## src/rtl/gx_defs.svh

```systemverilog
// Register indices, reset values and address constants of the expander.
// Behaviour
// - Alert is active while an unmasked input differs from its register.
// - Every interrupt mask bit is set after reset, so no alert appears.
// - Reset loads register defaults and idles the bus state machine.
// - After reset all sixteen pins are high-impedance inputs.
// - After reset pull resistors are enabled and select pull-up.
// - Low three target address bits come from the three strap pins.
// - Address byte last bit: 1 reads from the device, 0 writes to it.
// - Direction, input, output and polarity registers exist per 8-bit port.
// - A latched input keeps its changed value until its register is read.
// - A masked pin never raises the alert, even when its input changes.
// - Read-only status register per port shows which pins cause the alert.
// - Each 8-pin bank output stage is push-pull or open-drain as a whole.
// - Each pin has one of four programmable drive strengths.
// - Each pin may float or enable a resistor that pulls up or down.
// - The device is only a bus target and signals changes on the alert.
// - The byte after the address is stored as the register pointer.
// - Input registers show all pin levels; writes to them are ignored.
// - Direction bit 1 makes the pin an input, 0 makes it an output.
// - Drive field: 00b quarter, 01b half, 10b three quarters, 11b full.
`ifndef GX_DEFS_SVH
`define GX_DEFS_SVH

`define GX_REG_IN0 8'h00
`define GX_REG_IN1 8'h01
`define GX_REG_OUT0 8'h02
`define GX_REG_OUT1 8'h03
`define GX_REG_POL0 8'h04
`define GX_REG_POL1 8'h05
`define GX_REG_CFG0 8'h06
`define GX_REG_CFG1 8'h07
`define GX_REG_DRV0 8'h40
`define GX_REG_DRV1 8'h41
`define GX_REG_DRV2 8'h42
`define GX_REG_DRV3 8'h43
`define GX_REG_LAT0 8'h44
`define GX_REG_LAT1 8'h45
`define GX_REG_PEN0 8'h46
`define GX_REG_PEN1 8'h47
`define GX_REG_PSEL0 8'h48
`define GX_REG_PSEL1 8'h49
`define GX_REG_MASK0 8'h4A
`define GX_REG_MASK1 8'h4B
`define GX_REG_STAT0 8'h4C
`define GX_REG_STAT1 8'h4D
`define GX_REG_ODM 8'h4F

`define GX_OUT_RST 8'hFF
`define GX_POL_RST 8'h00
`define GX_CFG_RST 8'hFF
`define GX_DRV_RST 8'hFF
`define GX_LAT_RST 8'h00
`define GX_PEN_RST 8'hFF
`define GX_PSEL_RST 8'hFF
`define GX_MASK_RST 8'hFF
`define GX_ODM_RST 2'h0
`define GX_RD_UNMAPPED 8'h00

`define GX_ADDR_PREFIX 4'h2
`define GX_BYTE_BITS 4'h8

`endif

```

## src/rtl/gx_pkg.sv

```systemverilog
// Types shared by the expander core and its bench.
package gx_pkg;

    typedef enum logic [3:0] {
        ST_IDLE,
        ST_ADDR,
        ST_AACK,
        ST_CMD,
        ST_CACK,
        ST_WR,
        ST_WACK,
        ST_RD,
        ST_RACK
    } gx_fsm_type;

    // Bit 0 is bank0_pin0, bit 8 is bank1_pin0.
    typedef struct packed {
        logic [15:0] oe;
        logic [15:0] level;
        logic [15:0] pull_en;
        logic [15:0] pull_up;
        logic [31:0] drive;
    } gx_pin_ctl_type;

    typedef struct packed {
        logic scl;
        logic sda;
        logic [2:0] strap;
        logic [15:0] pin;
    } gx_pad_in_type;

    typedef struct packed {
        gx_fsm_type fsm;
        logic [7:0] shift;
        logic [7:0] ptr;
        logic [3:0] bits;
        logic rnw;
        logic sda_oe;
        logic scl_d;
        logic sda_d;
        logic [1:0][7:0] outp;
        logic [1:0][7:0] pol;
        logic [1:0][7:0] cfg;
        logic [3:0][7:0] drv;
        logic [1:0][7:0] lat;
        logic [1:0][7:0] pen;
        logic [1:0][7:0] psel;
        logic [1:0][7:0] mask;
        logic [1:0][7:0] ref_val;
        logic [1:0][7:0] lval;
        logic [1:0][7:0] flag;
        logic [1:0] odm;
        logic alert_oe;
        gx_pin_ctl_type pins;
    } gx_core_state_type;

endpackage

```

## src/rtl/gx_expander.sv

```systemverilog
// Sixteen-pin port expander core with a two-wire serial target interface.
`include "gx_defs.svh"

module gx_expander (
    input wire logic mclk,
    input wire logic rst,
    input wire logic scl_in,
    input wire logic sda_in,
    output logic sda_out,
    output logic sda_oe,
    input wire logic addr_strap_bit0,
    input wire logic addr_strap_bit1,
    input wire logic addr_strap_bit2,
    input wire logic [15:0] pin_in,
    output gx_pkg::gx_pin_ctl_type pin_ctl,
    output logic alert_n_out,
    output logic alert_n_oe
);

    gx_pkg::gx_core_state_type st;
    gx_pkg::gx_core_state_type next_st;
    gx_pkg::gx_pad_in_type pad_raw;
    gx_pkg::gx_pad_in_type pad;

    logic start_c;
    logic stop_c;
    logic rise_c;
    logic fall_c;
    logic [7:0] rd_data;
    logic [1:0] rd_in;
    logic [1:0][7:0] in_val;
    logic [1:0][7:0] shown;
    logic [1:0][7:0] status;
    logic [1:0][7:0] newly;

    assign pad_raw.scl = scl_in;
    assign pad_raw.sda = sda_in;
    assign pad_raw.strap = {addr_strap_bit2, addr_strap_bit1, addr_strap_bit0};
    assign pad_raw.pin = pin_in;

    gx_sync #(
        .W($bits(gx_pkg::gx_pad_in_type))
    ) u_sync (
        .mclk(mclk),
        .rst(rst),
        .d(pad_raw),
        .q(pad)
    );

    // Bus conditions are judged on synchronised levels against last cycle.
    assign start_c = pad.scl & st.scl_d & st.sda_d & ~pad.sda;
    assign stop_c = pad.scl & st.scl_d & ~st.sda_d & pad.sda;
    assign rise_c = pad.scl & ~st.scl_d;
    assign fall_c = ~pad.scl & st.scl_d;

    // Input levels as software sees them, and the alert sources per port.
    always_comb begin
        for (int p = 0; p < 2; p++) begin
            in_val[p] = pad.pin[p*8 +: 8] ^ st.pol[p];
            shown[p] = (st.lat[p] & st.flag[p] & st.lval[p]) |
                       (~(st.lat[p] & st.flag[p]) & in_val[p]);
            status[p] = ((in_val[p] ^ st.ref_val[p]) |
                         (st.lat[p] & st.flag[p])) & ~st.mask[p];
            newly[p] = st.lat[p] & ~st.flag[p] &
                       (in_val[p] ^ st.ref_val[p]);
        end
    end

    // Register read mux, addressed by the stored pointer.
    always_comb begin
        unique case (st.ptr)
            `GX_REG_IN0, `GX_REG_IN1: rd_data = shown[st.ptr[0]];
            `GX_REG_OUT0, `GX_REG_OUT1: rd_data = st.outp[st.ptr[0]];
            `GX_REG_POL0, `GX_REG_POL1: rd_data = st.pol[st.ptr[0]];
            `GX_REG_CFG0, `GX_REG_CFG1: rd_data = st.cfg[st.ptr[0]];
            `GX_REG_DRV0, `GX_REG_DRV1,
            `GX_REG_DRV2, `GX_REG_DRV3: rd_data = st.drv[st.ptr[1:0]];
            `GX_REG_LAT0, `GX_REG_LAT1: rd_data = st.lat[st.ptr[0]];
            `GX_REG_PEN0, `GX_REG_PEN1: rd_data = st.pen[st.ptr[0]];
            `GX_REG_PSEL0, `GX_REG_PSEL1: rd_data = st.psel[st.ptr[0]];
            `GX_REG_MASK0, `GX_REG_MASK1: rd_data = st.mask[st.ptr[0]];
            `GX_REG_STAT0, `GX_REG_STAT1: rd_data = status[st.ptr[0]];
            `GX_REG_ODM: rd_data = {6'h00, st.odm};
            default: rd_data = `GX_RD_UNMAPPED;
        endcase
    end

    always_comb begin
        next_st = st;
        rd_in = 2'h0;
        next_st.scl_d = pad.scl;
        next_st.sda_d = pad.sda;
        if (start_c) begin
            next_st.fsm = gx_pkg::ST_ADDR;
            next_st.bits = 4'h0;
            next_st.sda_oe = 1'b0;
        end else if (stop_c) begin
            next_st.fsm = gx_pkg::ST_IDLE;
            next_st.sda_oe = 1'b0;
        end else if (rise_c) begin
            unique case (st.fsm)
                gx_pkg::ST_ADDR, gx_pkg::ST_CMD, gx_pkg::ST_WR: begin
                    next_st.shift = {st.shift[6:0], pad.sda};
                    next_st.bits = st.bits + 4'h1;
                end
                gx_pkg::ST_RD: begin
                    next_st.bits = st.bits + 4'h1;
                end
                gx_pkg::ST_RACK: begin
                    // A not-acknowledge ends the read; wait for stop or start.
                    if (pad.sda) begin
                        next_st.fsm = gx_pkg::ST_IDLE;
                    end
                end
                gx_pkg::ST_IDLE, gx_pkg::ST_AACK, gx_pkg::ST_CACK,
                gx_pkg::ST_WACK: begin
                end
            endcase
        end else if (fall_c) begin
            unique case (st.fsm)
                gx_pkg::ST_ADDR: begin
                    if (st.bits == `GX_BYTE_BITS) begin
                        if (st.shift[7:1] == {`GX_ADDR_PREFIX,
                                              pad.strap}) begin
                            next_st.fsm = gx_pkg::ST_AACK;
                            next_st.rnw = st.shift[0];
                            next_st.sda_oe = 1'b1;
                        end else begin
                            next_st.fsm = gx_pkg::ST_IDLE;
                        end
                    end
                end
                gx_pkg::ST_AACK: begin
                    next_st.bits = 4'h0;
                    if (st.rnw) begin
                        next_st.fsm = gx_pkg::ST_RD;
                        next_st.shift = rd_data;
                        next_st.sda_oe = ~rd_data[7];
                        rd_in[st.ptr[0]] = (st.ptr[7:1] == 7'h00);
                    end else begin
                        next_st.fsm = gx_pkg::ST_CMD;
                        next_st.sda_oe = 1'b0;
                    end
                end
                gx_pkg::ST_CMD: begin
                    if (st.bits == `GX_BYTE_BITS) begin
                        next_st.fsm = gx_pkg::ST_CACK;
                        next_st.ptr = st.shift;
                        next_st.sda_oe = 1'b1;
                    end
                end
                gx_pkg::ST_CACK, gx_pkg::ST_WACK: begin
                    next_st.fsm = gx_pkg::ST_WR;
                    next_st.bits = 4'h0;
                    next_st.sda_oe = 1'b0;
                end
                gx_pkg::ST_WR: begin
                    if (st.bits == `GX_BYTE_BITS) begin
                        next_st.fsm = gx_pkg::ST_WACK;
                        next_st.sda_oe = 1'b1;
                        // Successive bytes alternate within a register pair.
                        next_st.ptr = {st.ptr[7:1], ~st.ptr[0]};
                        unique case (st.ptr)
                            `GX_REG_OUT0, `GX_REG_OUT1:
                                next_st.outp[st.ptr[0]] = st.shift;
                            `GX_REG_POL0, `GX_REG_POL1:
                                next_st.pol[st.ptr[0]] = st.shift;
                            `GX_REG_CFG0, `GX_REG_CFG1:
                                next_st.cfg[st.ptr[0]] = st.shift;
                            `GX_REG_DRV0, `GX_REG_DRV1,
                            `GX_REG_DRV2, `GX_REG_DRV3:
                                next_st.drv[st.ptr[1:0]] = st.shift;
                            `GX_REG_LAT0, `GX_REG_LAT1:
                                next_st.lat[st.ptr[0]] = st.shift;
                            `GX_REG_PEN0, `GX_REG_PEN1:
                                next_st.pen[st.ptr[0]] = st.shift;
                            `GX_REG_PSEL0, `GX_REG_PSEL1:
                                next_st.psel[st.ptr[0]] = st.shift;
                            `GX_REG_MASK0, `GX_REG_MASK1:
                                next_st.mask[st.ptr[0]] = st.shift;
                            `GX_REG_ODM:
                                next_st.odm = st.shift[1:0];
                            default: begin
                                // Input, status and unmapped writes drop.
                            end
                        endcase
                    end
                end
                gx_pkg::ST_RD: begin
                    if (st.bits == `GX_BYTE_BITS) begin
                        next_st.fsm = gx_pkg::ST_RACK;
                        next_st.sda_oe = 1'b0;
                        next_st.ptr = {st.ptr[7:1], ~st.ptr[0]};
                    end else begin
                        next_st.shift = {st.shift[6:0], 1'b0};
                        next_st.sda_oe = ~st.shift[6];
                    end
                end
                gx_pkg::ST_RACK: begin
                    next_st.fsm = gx_pkg::ST_RD;
                    next_st.bits = 4'h0;
                    next_st.shift = rd_data;
                    next_st.sda_oe = ~rd_data[7];
                    rd_in[st.ptr[0]] = (st.ptr[7:1] == 7'h00);
                end
                gx_pkg::ST_IDLE: begin
                end
            endcase
        end

        // The reference takes the value handed to software, so a change
        // that lands during the read raises the alert again next cycle.
        for (int p = 0; p < 2; p++) begin
            if (rd_in[p]) begin
                next_st.ref_val[p] = shown[p];
                next_st.flag[p] = 8'h00;
            end else begin
                next_st.flag[p] = (st.flag[p] | newly[p]) & st.lat[p];
                next_st.lval[p] = (newly[p] & in_val[p]) |
                                  (~newly[p] & st.lval[p]);
            end
        end

        next_st.alert_oe = |status;
        for (int i = 0; i < 16; i++) begin
            next_st.pins.oe[i] = ~st.cfg[i/8][i%8] &
                (~st.odm[i/8] | ~st.outp[i/8][i%8]);
        end
        next_st.pins.level = st.outp;
        next_st.pins.pull_en = st.pen;
        next_st.pins.pull_up = st.psel;
        next_st.pins.drive = st.drv;

        if (rst) begin
            next_st = '0;
            next_st.fsm = gx_pkg::ST_IDLE;
            next_st.outp = {2{`GX_OUT_RST}};
            next_st.pol = {2{`GX_POL_RST}};
            next_st.cfg = {2{`GX_CFG_RST}};
            next_st.drv = {4{`GX_DRV_RST}};
            next_st.lat = {2{`GX_LAT_RST}};
            next_st.pen = {2{`GX_PEN_RST}};
            next_st.psel = {2{`GX_PSEL_RST}};
            next_st.mask = {2{`GX_MASK_RST}};
            next_st.odm = `GX_ODM_RST;
            next_st.pins.level = {2{`GX_OUT_RST}};
            next_st.pins.pull_en = {2{`GX_PEN_RST}};
            next_st.pins.pull_up = {2{`GX_PSEL_RST}};
            next_st.pins.drive = {4{`GX_DRV_RST}};
        end
    end

    always_ff @(posedge mclk) begin
        st <= next_st;
    end

    assign pin_ctl = st.pins;
    assign sda_oe = st.sda_oe;
    assign sda_out = 1'b0;
    assign alert_n_oe = st.alert_oe;
    assign alert_n_out = 1'b0;
endmodule

```

## src/rtl/gx_sync.sv

```systemverilog
// Two-flop synchroniser for signals arriving from outside the clock domain.
module gx_sync #(
    parameter int W = 1
) (
    input wire logic mclk,
    input wire logic rst,
    input wire logic [W-1:0] d,
    output logic [W-1:0] q
);

    typedef struct packed {
        logic [W-1:0] s1;
        logic [W-1:0] s2;
    } gx_sync_state_type;

    gx_sync_state_type st;
    gx_sync_state_type next_st;

    always_comb begin
        next_st.s1 = d;
        next_st.s2 = st.s1;
        if (rst) begin
            next_st = '0;
        end
    end

    always_ff @(posedge mclk) begin
        st <= next_st;
    end

    assign q = st.s2;

endmodule

```

## config.mk

```make
export PLATFORM = sky130hd
export DESIGN_NAME = gx_expander
export DESIGN_NICKNAME = d
export VERILOG_FILES = /design/src/rtl/gx_pkg.sv /design/src/rtl/gx_expander.sv /design/src/rtl/gx_sync.sv
export VERILOG_INCLUDE_DIRS = /design/src /design/src/rtl
export SDC_FILE = /design/constraint.sdc
export NUM_CORES = 1
export LEC_CHECK = 0
export ABC_AREA = 1
export ABC_CLOCK_PERIOD_IN_PS = 5450
export BUFFER_PORTS_ARGS = -buffer_cell sky130_fd_sc_hd__buf_4
export CORE_MARGIN = 8
export CORE_UTILIZATION = 48
export CTS_BUF_LIST = sky130_fd_sc_hd__clkbuf_4 sky130_fd_sc_hd__clkbuf_8
export DETAILED_ROUTE_END_ITERATION = 16
export PLACE_DENSITY = 0.69
export SETUP_SLACK_MARGIN = 0.2
export SLEW_MARGIN = 20
export SYNTH_ARGS = -nofsm -noshare
export SYNTH_HDL_FRONTEND = slang
export SYNTH_SLANG_ARGS = --single-unit
export TNS_END_PERCENT = 20
```

## constraint.sdc

```tcl
create_clock -name mclk -period 5.45 [get_ports mclk]
set_input_delay 0.8175 -clock mclk [delete_from_list [all_inputs] [get_ports mclk]]
set_output_delay 0.8175 -clock mclk [all_outputs]
set_load 0.02 [all_outputs]
```

# --- Yosys cells after proc, flatten, opt, wreduce, memory -nomap -nowiden ---
# Index checks and enable logic that the tools add are counted.
classes:
  n_mux: 76
  bitwise_logic: 123
  n_eq_ne: 53
  reduce_logical: 50
  add_sub_neg: 1
  n_lt_le_gt_ge: 4
ops:
  columns: ["operator", "n"]
  rows:
  - ["$mux 8", 25]
  - ["$and 8x8->8", 18]
  - ["$eq 8x7->1 const B", 15]
  - ["$bwmux 16", 7]
  - ["$reduce_and 7->1", 13]
  - ["$pmux 8 s11", 1]
  - ["$not 8->8", 8]
  - ["$or 8x8->8", 8]
  - ["$not 1->1", 45]
  - ["$mux 4", 9]
  - ["$bwmux 32", 1]
  - ["$eq 8x3->1 const B", 4]
  - ["$xor 8x8->8", 4]
  - ["$reduce_or 2->1", 15]
  - ["$pmux 4 s7", 1]
  - ["$mux 2", 13]
  - ["$mux 26", 1]
  - ["$pmux 8 s3", 1]
  - ["$and 1x1->1", 23]
  - ["$ne 5x5->1 const B", 4]
  - ["$ne 3x3->1 const B", 6]
  - ["$bmux 8 s2", 1]
  - ["$demux 8 s2", 1]
  - ["$eq 4x3->1 const B", 4]
  - ["other kinds (39)", 79]
totals:
  register_bits: 361
  wordCells: 350
  in_bits: 23

# --- Logic depth before layout (Yosys ltp) ---
logic_depth:
  depth_word: 14
  ltp_mapped: 13

# --- Hierarchy ---
# Synthesis repeated with hierarchy kept, for this count alone.
hier_totals:
  hier_cells: 2208
  area_unflattened_um2: 16410.7
modules_own_cells:
  columns: ["mod", "n_inst", "cells_per_inst", "area_each_um2"]
  rows:
  - ["gx_expander", 1, 2056, 15040.7]
  - ["gx_sync", 1, 152, 1370.1]

# --- Least setup slack after synthesis ---
# Ideal clock, no wire load.
synth_path:
  kind: "input to register"
  start: "in rst"
  end: "reg st[183] in the netlist's numbering"
  slack_ns: 3.392
  path_stages: 5
  arrival_time_ns: 1.910
  required_ns: 5.303
  path_buffers: 3
  path_cell_list: "clkbuf_1 -> inv_2 -> clkbuf_1 -> clkbuf_1 -> o211ai_1"
synth_lines:
  columns: ["item", "line_no", "source"]
  rows:
  - ["start: declaration", "gx_expander.sv:6", "input wire logic rst,"]
  - ["end signal: assignment", "gx_expander.sv:254", "st <= next_st;"]
  - ["end: declaration", "gx_expander.sv:20", "gx_pkg::gx_core_state_type st;"]
# No word-level cell between the ends.

# --- Worst setup path in the final report ---
layout_path:
  start: "reg st[299] in the netlist's numbering"
  end: "reg st[140] in the netlist's numbering"
layout_via:
  elab_chain_cells: 11
  word_cells_on_any_way: 12
  cone_classes: "2 x order compare; 8 x mux; 1 x bitwise; 1 x reduce/logical"
layout_rtl:
  columns: ["item", "line_no", "source"]
  rows:
  - ["$lt 1x2->1 (implied by the code) / $ge 1x1->1 (equally long branches)", "gx_expander.sv:139, gx_expander.sv:204", null]
  - ["$logic_and 1x1->1 (implied by the code)", "gx_expander.sv:139, gx_expander.sv:204", null]
  - ["$mux 1 (implied by the code)", "gx_expander.sv:139, gx_expander.sv:204", null]
  - ["$demux 1 s1 (*)", "gx_expander.sv:139, gx_expander.sv:204", null]
  - ["$and 2x2->2 (no line) (*)", null, null]
  - ["$mux 2", "gx_expander.sv:135", "if (st.rnw) begin"]
  - ["$pmux 2 s2 (*)", "gx_expander.sv:120", "unique case (st.fsm)"]
  - ["$mux 2 (*)", "gx_expander.sv:119", "end else if (fall_c) begin"]
  - ["$mux 2 (*)", "gx_expander.sv:100", "end else if (rise_c) begin"]
  - ["$mux 2 (*)", "gx_expander.sv:97", "end else if (stop_c) begin"]
  - ["$mux 2 (*)", "gx_expander.sv:93", "if (start_c) begin"]
# Every way passes the cells marked *; elsewhere a longest branch is shown, timed or not.
# A chain may end at the register's enable or synchronous reset.

==> results <==
- The clock latency on the worst-skew pair is 0.62 ns.
- Detailed placement ended at an HPWL of 31900 µm.
- Synthesis inferred roughly 360 register bits.
- The first global-routing pass estimated 70800 µm of wire.
- The final global-route overflow total is 0.
- The number of max-slew violations in the final report was 0.
- The fraction of power spent switching nets is 21.8%.
- The synthesized netlist contains 42 unique library cells.
- In the final routed layout, each cell accounts on average for 16.8 µm.
- The hold slack is 0.401 ns.
- The cell depth of the worst flop-to-flop path is 7.
- Counting the buffers created by CTS gives 58.
- The sequential area share after synthesis is 45.0%.
- Setup total negative slack on the finished layout was measured at 0 ns.
- The critical path goes through inv_2, nor2_1, nand2_1, nor2_2, nand2_2, nand2_2, o21ai_0.
- The buffers inserted during post-CTS setup optimization is 0.
- The final setup skew is approximately 0.031 ns.
- At the worst endpoint, the required time is just under 6 ns.
- The maximum clock frequency is approximately 320 MHz.
- In this run the power density over the cells is around 310 nW/µm².
- The simple-gate area share of the yosys netlist is 27.0%.
- The all-layer global routing usage is 22.5%.
- After detailed routing, the met3 layer carries 4230 µm of wire.
- Routability-driven placement finished with a final weighted congestion of 0.946.
- The slowest library cell on the worst path is dfxtp_4.
- Counting along the longest clock path gives a buffer depth of 3.
- For the pin with the worst max-slew slack, the measured transition is 0.896 ns.
- The combined area of all synthesized cells is 16000 µm².
- After detailed routing, no signal wire sits above met5.
- The post-synthesis cell type with the largest combined area is dfxtp_1.
- The floorplan step set the die width to roughly 200 µm.
- Entering global routing, the biggest net connects 102 pins.
- In this design, the largest share of critical-path delay is due to simple AND/OR/NAND/NOR gates.
- Following the worst setup path forward leads to its endpoint at st[140]$_SDFFE_PP0P_.
- VDD sags by at most 174 µV.
- The count of nets left with antenna violations after detail routing is 0.
- In this run the register-to-register setup slack is 2.33 ns.
- The most frequent cell after synthesis is nand2_1.
- The number of buffers and inverters on the critical path is 1.
- The post-synthesis compound-gate area fraction is 13.8%.
- The clock network accounts for about half of the total power.
- The met1 layer wirelength in the final routing is roughly 19000 µm.
- The wire length on met2 is 20200 µm.
- TritonCTS built the clock tree.
- The hold violation count in the final report was 0.
- The initial antenna violation count was 1.
- Cell internal power was estimated by the tool at around 4.4 mW.
- Of the post-synthesis cell area, the dominant cell type holds 45.0%.
- Setup violations remaining at the end of the flow were counted as 0.
- The count of flip-flops with a built-in enable after synthesis is 0.
- The cell with the most instances on the worst path is nand2_2.
- The post-layout minimum cycle time is approximately 3.1 ns.
- The number of remaining DRC errors is 0.
- The worst path uses 57.3% of the clock period.
- After clock tree synthesis, the repair step resized 0 gates.
- The clock drives 361 sinks.
- The run finished with clean final reports.
- The proportion of synthesized flip-flops having asynchronous set or reset is 0%.
- The endpoint of the worst-slack reg-to-reg timing path is st[140]$_SDFFE_PP0P_.
- The repair_antennas step left the layout with diodes totalling 0.
- The critical path is of the reg2reg type.
- The number of buffers added on ports is 120.
- Setup repair after global routing left no endpoint under its margin.
- The cell depth of the worst setup path is 7.
- By area the synthesized netlist is led by dfxtp_1, nand2_1, inv_1.
- The number of stages on the worst hold path is 2.
- Compared with the post-synthesis result, the final layout area differs by 10.8%.
- The dominant register cell in the synthesized netlist is dfxtp_1.
- The starting density of the core is approximately half.
- Using the TritonRoute via totals, the vias-per-cell ratio works out to 5.23.
- Averaged over all synthesized cells, the footprint is 7.32 µm².
- The overall power after layout is approximately 5.6 mW.
- The data arrival time of the critical path is around 3.6 ns.
- After Yosys synthesis, full adders, half adders and majority gates account for 0.390% of the synthesized area.
- The net count of the finished layout is 2209.
- STA classifies the critical path endpoint as a flip-flop.
- For this design the total switching power over the nets is 1.22 mW.
- The vias after detailed routing is 14000.
- After detailed routing, the total wire length is 45000 µm.
- The count of hold-fix buffers inserted at cts is 0.
- The die is 199 µm tall.
- The deepest level of the CTS H-tree is 2.
- Pin placement for this block handled between 100 and 150 I/O pins.
- The ratio of cells with drive above 1 in the final layout is between 15 and 20%.
- The worst hold path belongs to the class reg2reg.
- The number of optimization iterations in the first detailed-route pass is 8.
- In this run the worst path has a maximum fanout of 71.
- The launch point of the worst reg-to-reg path is st[299]$_SDFFE_PP0P_.
- Of the total power, combinational logic draws 2.5%.
- The number of global-route vias before repair is 13100.
- The number of rows created at floorplan is 67.
- The number of synthesis warnings is 0.
- The clock input transition at the sequential cells of the worst setup and hold paths is 0.06 ns.
- The mux share of post-synthesis cell area is 0%.
- Sequential cells account for 47.8% of the total power.
- The worst setup path is launched from a flip-flop.
- The CTS root buffer is clkbuf_8.
- The synthesized netlist cell count is about 2200.
- Across the run, the number of max-cap violations was 0.
- The headroom to the max-slew limit is 40.2%.
- The dominant combinational cell family by area after synthesis is simple AND/OR/NAND/NOR gates.
- Sorting the synthesized cells by how often they occur yields nand2_1, dfxtp_1, inv_1, nor2_1, nand3_1.
- Of the total synthesized cell area, the portion taken by XOR and XNOR cells is 0.273%.
- The floorplan step defined a die boundary enclosing 39500 µm².
- In this design, the stage delay of the slowest critical-path cell is 0.79 ns.
- The most critical setup path has its startpoint at st[299]$_SDFFE_PP0P_.
- The first routing iteration left between 1000 and 1500 violations.
- The static leakage power is roughly 8.8 nW.
- The core area is 33200 µm².
==> placed cells by master, fill, tap and decap left out, types with 6 or more instances in the layout <==
cell type / instances
nand2_1: 574
nand3_1: 153
a21oi_1: 104
o211ai_2: 11
dfxtp_1: 360
nand4_1: 7
or2_2: 46
nand3_2: 6
buf_4: 126
bufinv_16: 7
nor2_2: 11
nor2_1: 184
o22ai_1: 11
o21ai_0: 108
inv_2: 6
nor3_1: 8
inv_1: 241
clkbuf_4: 19
o211ai_1: 118
clkinv_2: 8
clkbuf_8: 72
==> per-stage QoR <==
step / cell area [µm²] / util, % / std cells / worst slack, ns
after global routing: 17800 / 53.6 / 2679 / 2.10
after CTS: 17800 / 53.6 / 2679 / 2.40
after global placement: 16400 / 49.3 / 2569 / 2.49
after floorplan: 16100 / - / 2193 / 3.39
after detailed placement: 16400 / 49.3 / 2569 / 2.42
final: 17800 / 53.6 / 2679 / 2.33
==> cell type report <==
class                   instances  area, µm²
clock inverters                19        289
clock buffers                  91       1130
multi-input cells            1382       6670
repair buffers                126        946
fillers                      3267      15400
flip-flops and latches        361       7230
inverters                     252        951
well taps                     448        561
==> how the worst min path moves through the flow <==
stage / from / end / slack [ns]
floorplan: u_sync.st[21]$_SDFF_PP0_ / u_sync.q[0]$_SDFF_PP0_ / 0.39
global placement: u_sync.st[32]$_SDFF_PP0_ / u_sync.q[11]$_SDFF_PP0_ / 0.39
detailed placement: u_sync.st[30]$_SDFF_PP0_ / u_sync.q[9]$_SDFF_PP0_ / 0.39
CTS: pin_in[10] / u_sync.st[31]$_SDFF_PP0_ / 0.38
global route: pin_in[9] / u_sync.st[30]$_SDFF_PP0_ / 0.40
finish: u_sync.st[41]$_SDFF_PP0_ / u_sync.q[20]$_SDFF_PP0_ / 0.40
==> registers in the layout (all words and copies together) (netlist names), named ones only <==
signal      cells
alert_n_oe      1
st            205
pin_ctl        96
u_sync.q       21
u_sync.st      21
sda_oe          1
==> kinds of logic (layout without fill, tap and decap cells) <==
| family | Yosys count | count (layout) |
|---|---|---|
| compound gates | 362 | 362 |
| xor+xnor | 5 | 5 |
| fa+ha+maj | 5 | 5 |
| buf+inv | 450 | 488 |
| flops | 361 | 361 |
| other cells | 1 | 2 |
| simple gates | 1008 | 1008 |
==> power by group through the flow <==
stage / logic, mW / registers, mW / clock network (mW)
after floorplan: 0.0960 / 2.72 / 0
after global placement: 0.134 / 2.72 / 0
after detailed placement: 0.136 / 2.72 / 0
after CTS: 0.136 / 2.67 / 2.81
after global routing: 0.153 / 2.67 / 2.94
final: 0.137 / 2.67 / 2.77
==> worst reg2reg max path, stage by stage, from the launching register on <==
cell and delay [ns]:
dfxtp_4 0.79, inv_2 0.50, nor2_1 0.33, nand2_1 0.11, nor2_2 0.39, nand2_2 0.35, nand2_2 0.40, o21ai_0 0.13
==> per-layer routing <==
metal / vias up / track usage [%]
met2: 538 / 35.9
met3: 89 / 5.72
li1: 6926 / -
met1: 6455 / 29.5
met5: - / 0
met4: 2 / 7.14
Note: power is estimated with default switching activity, not from simulation.
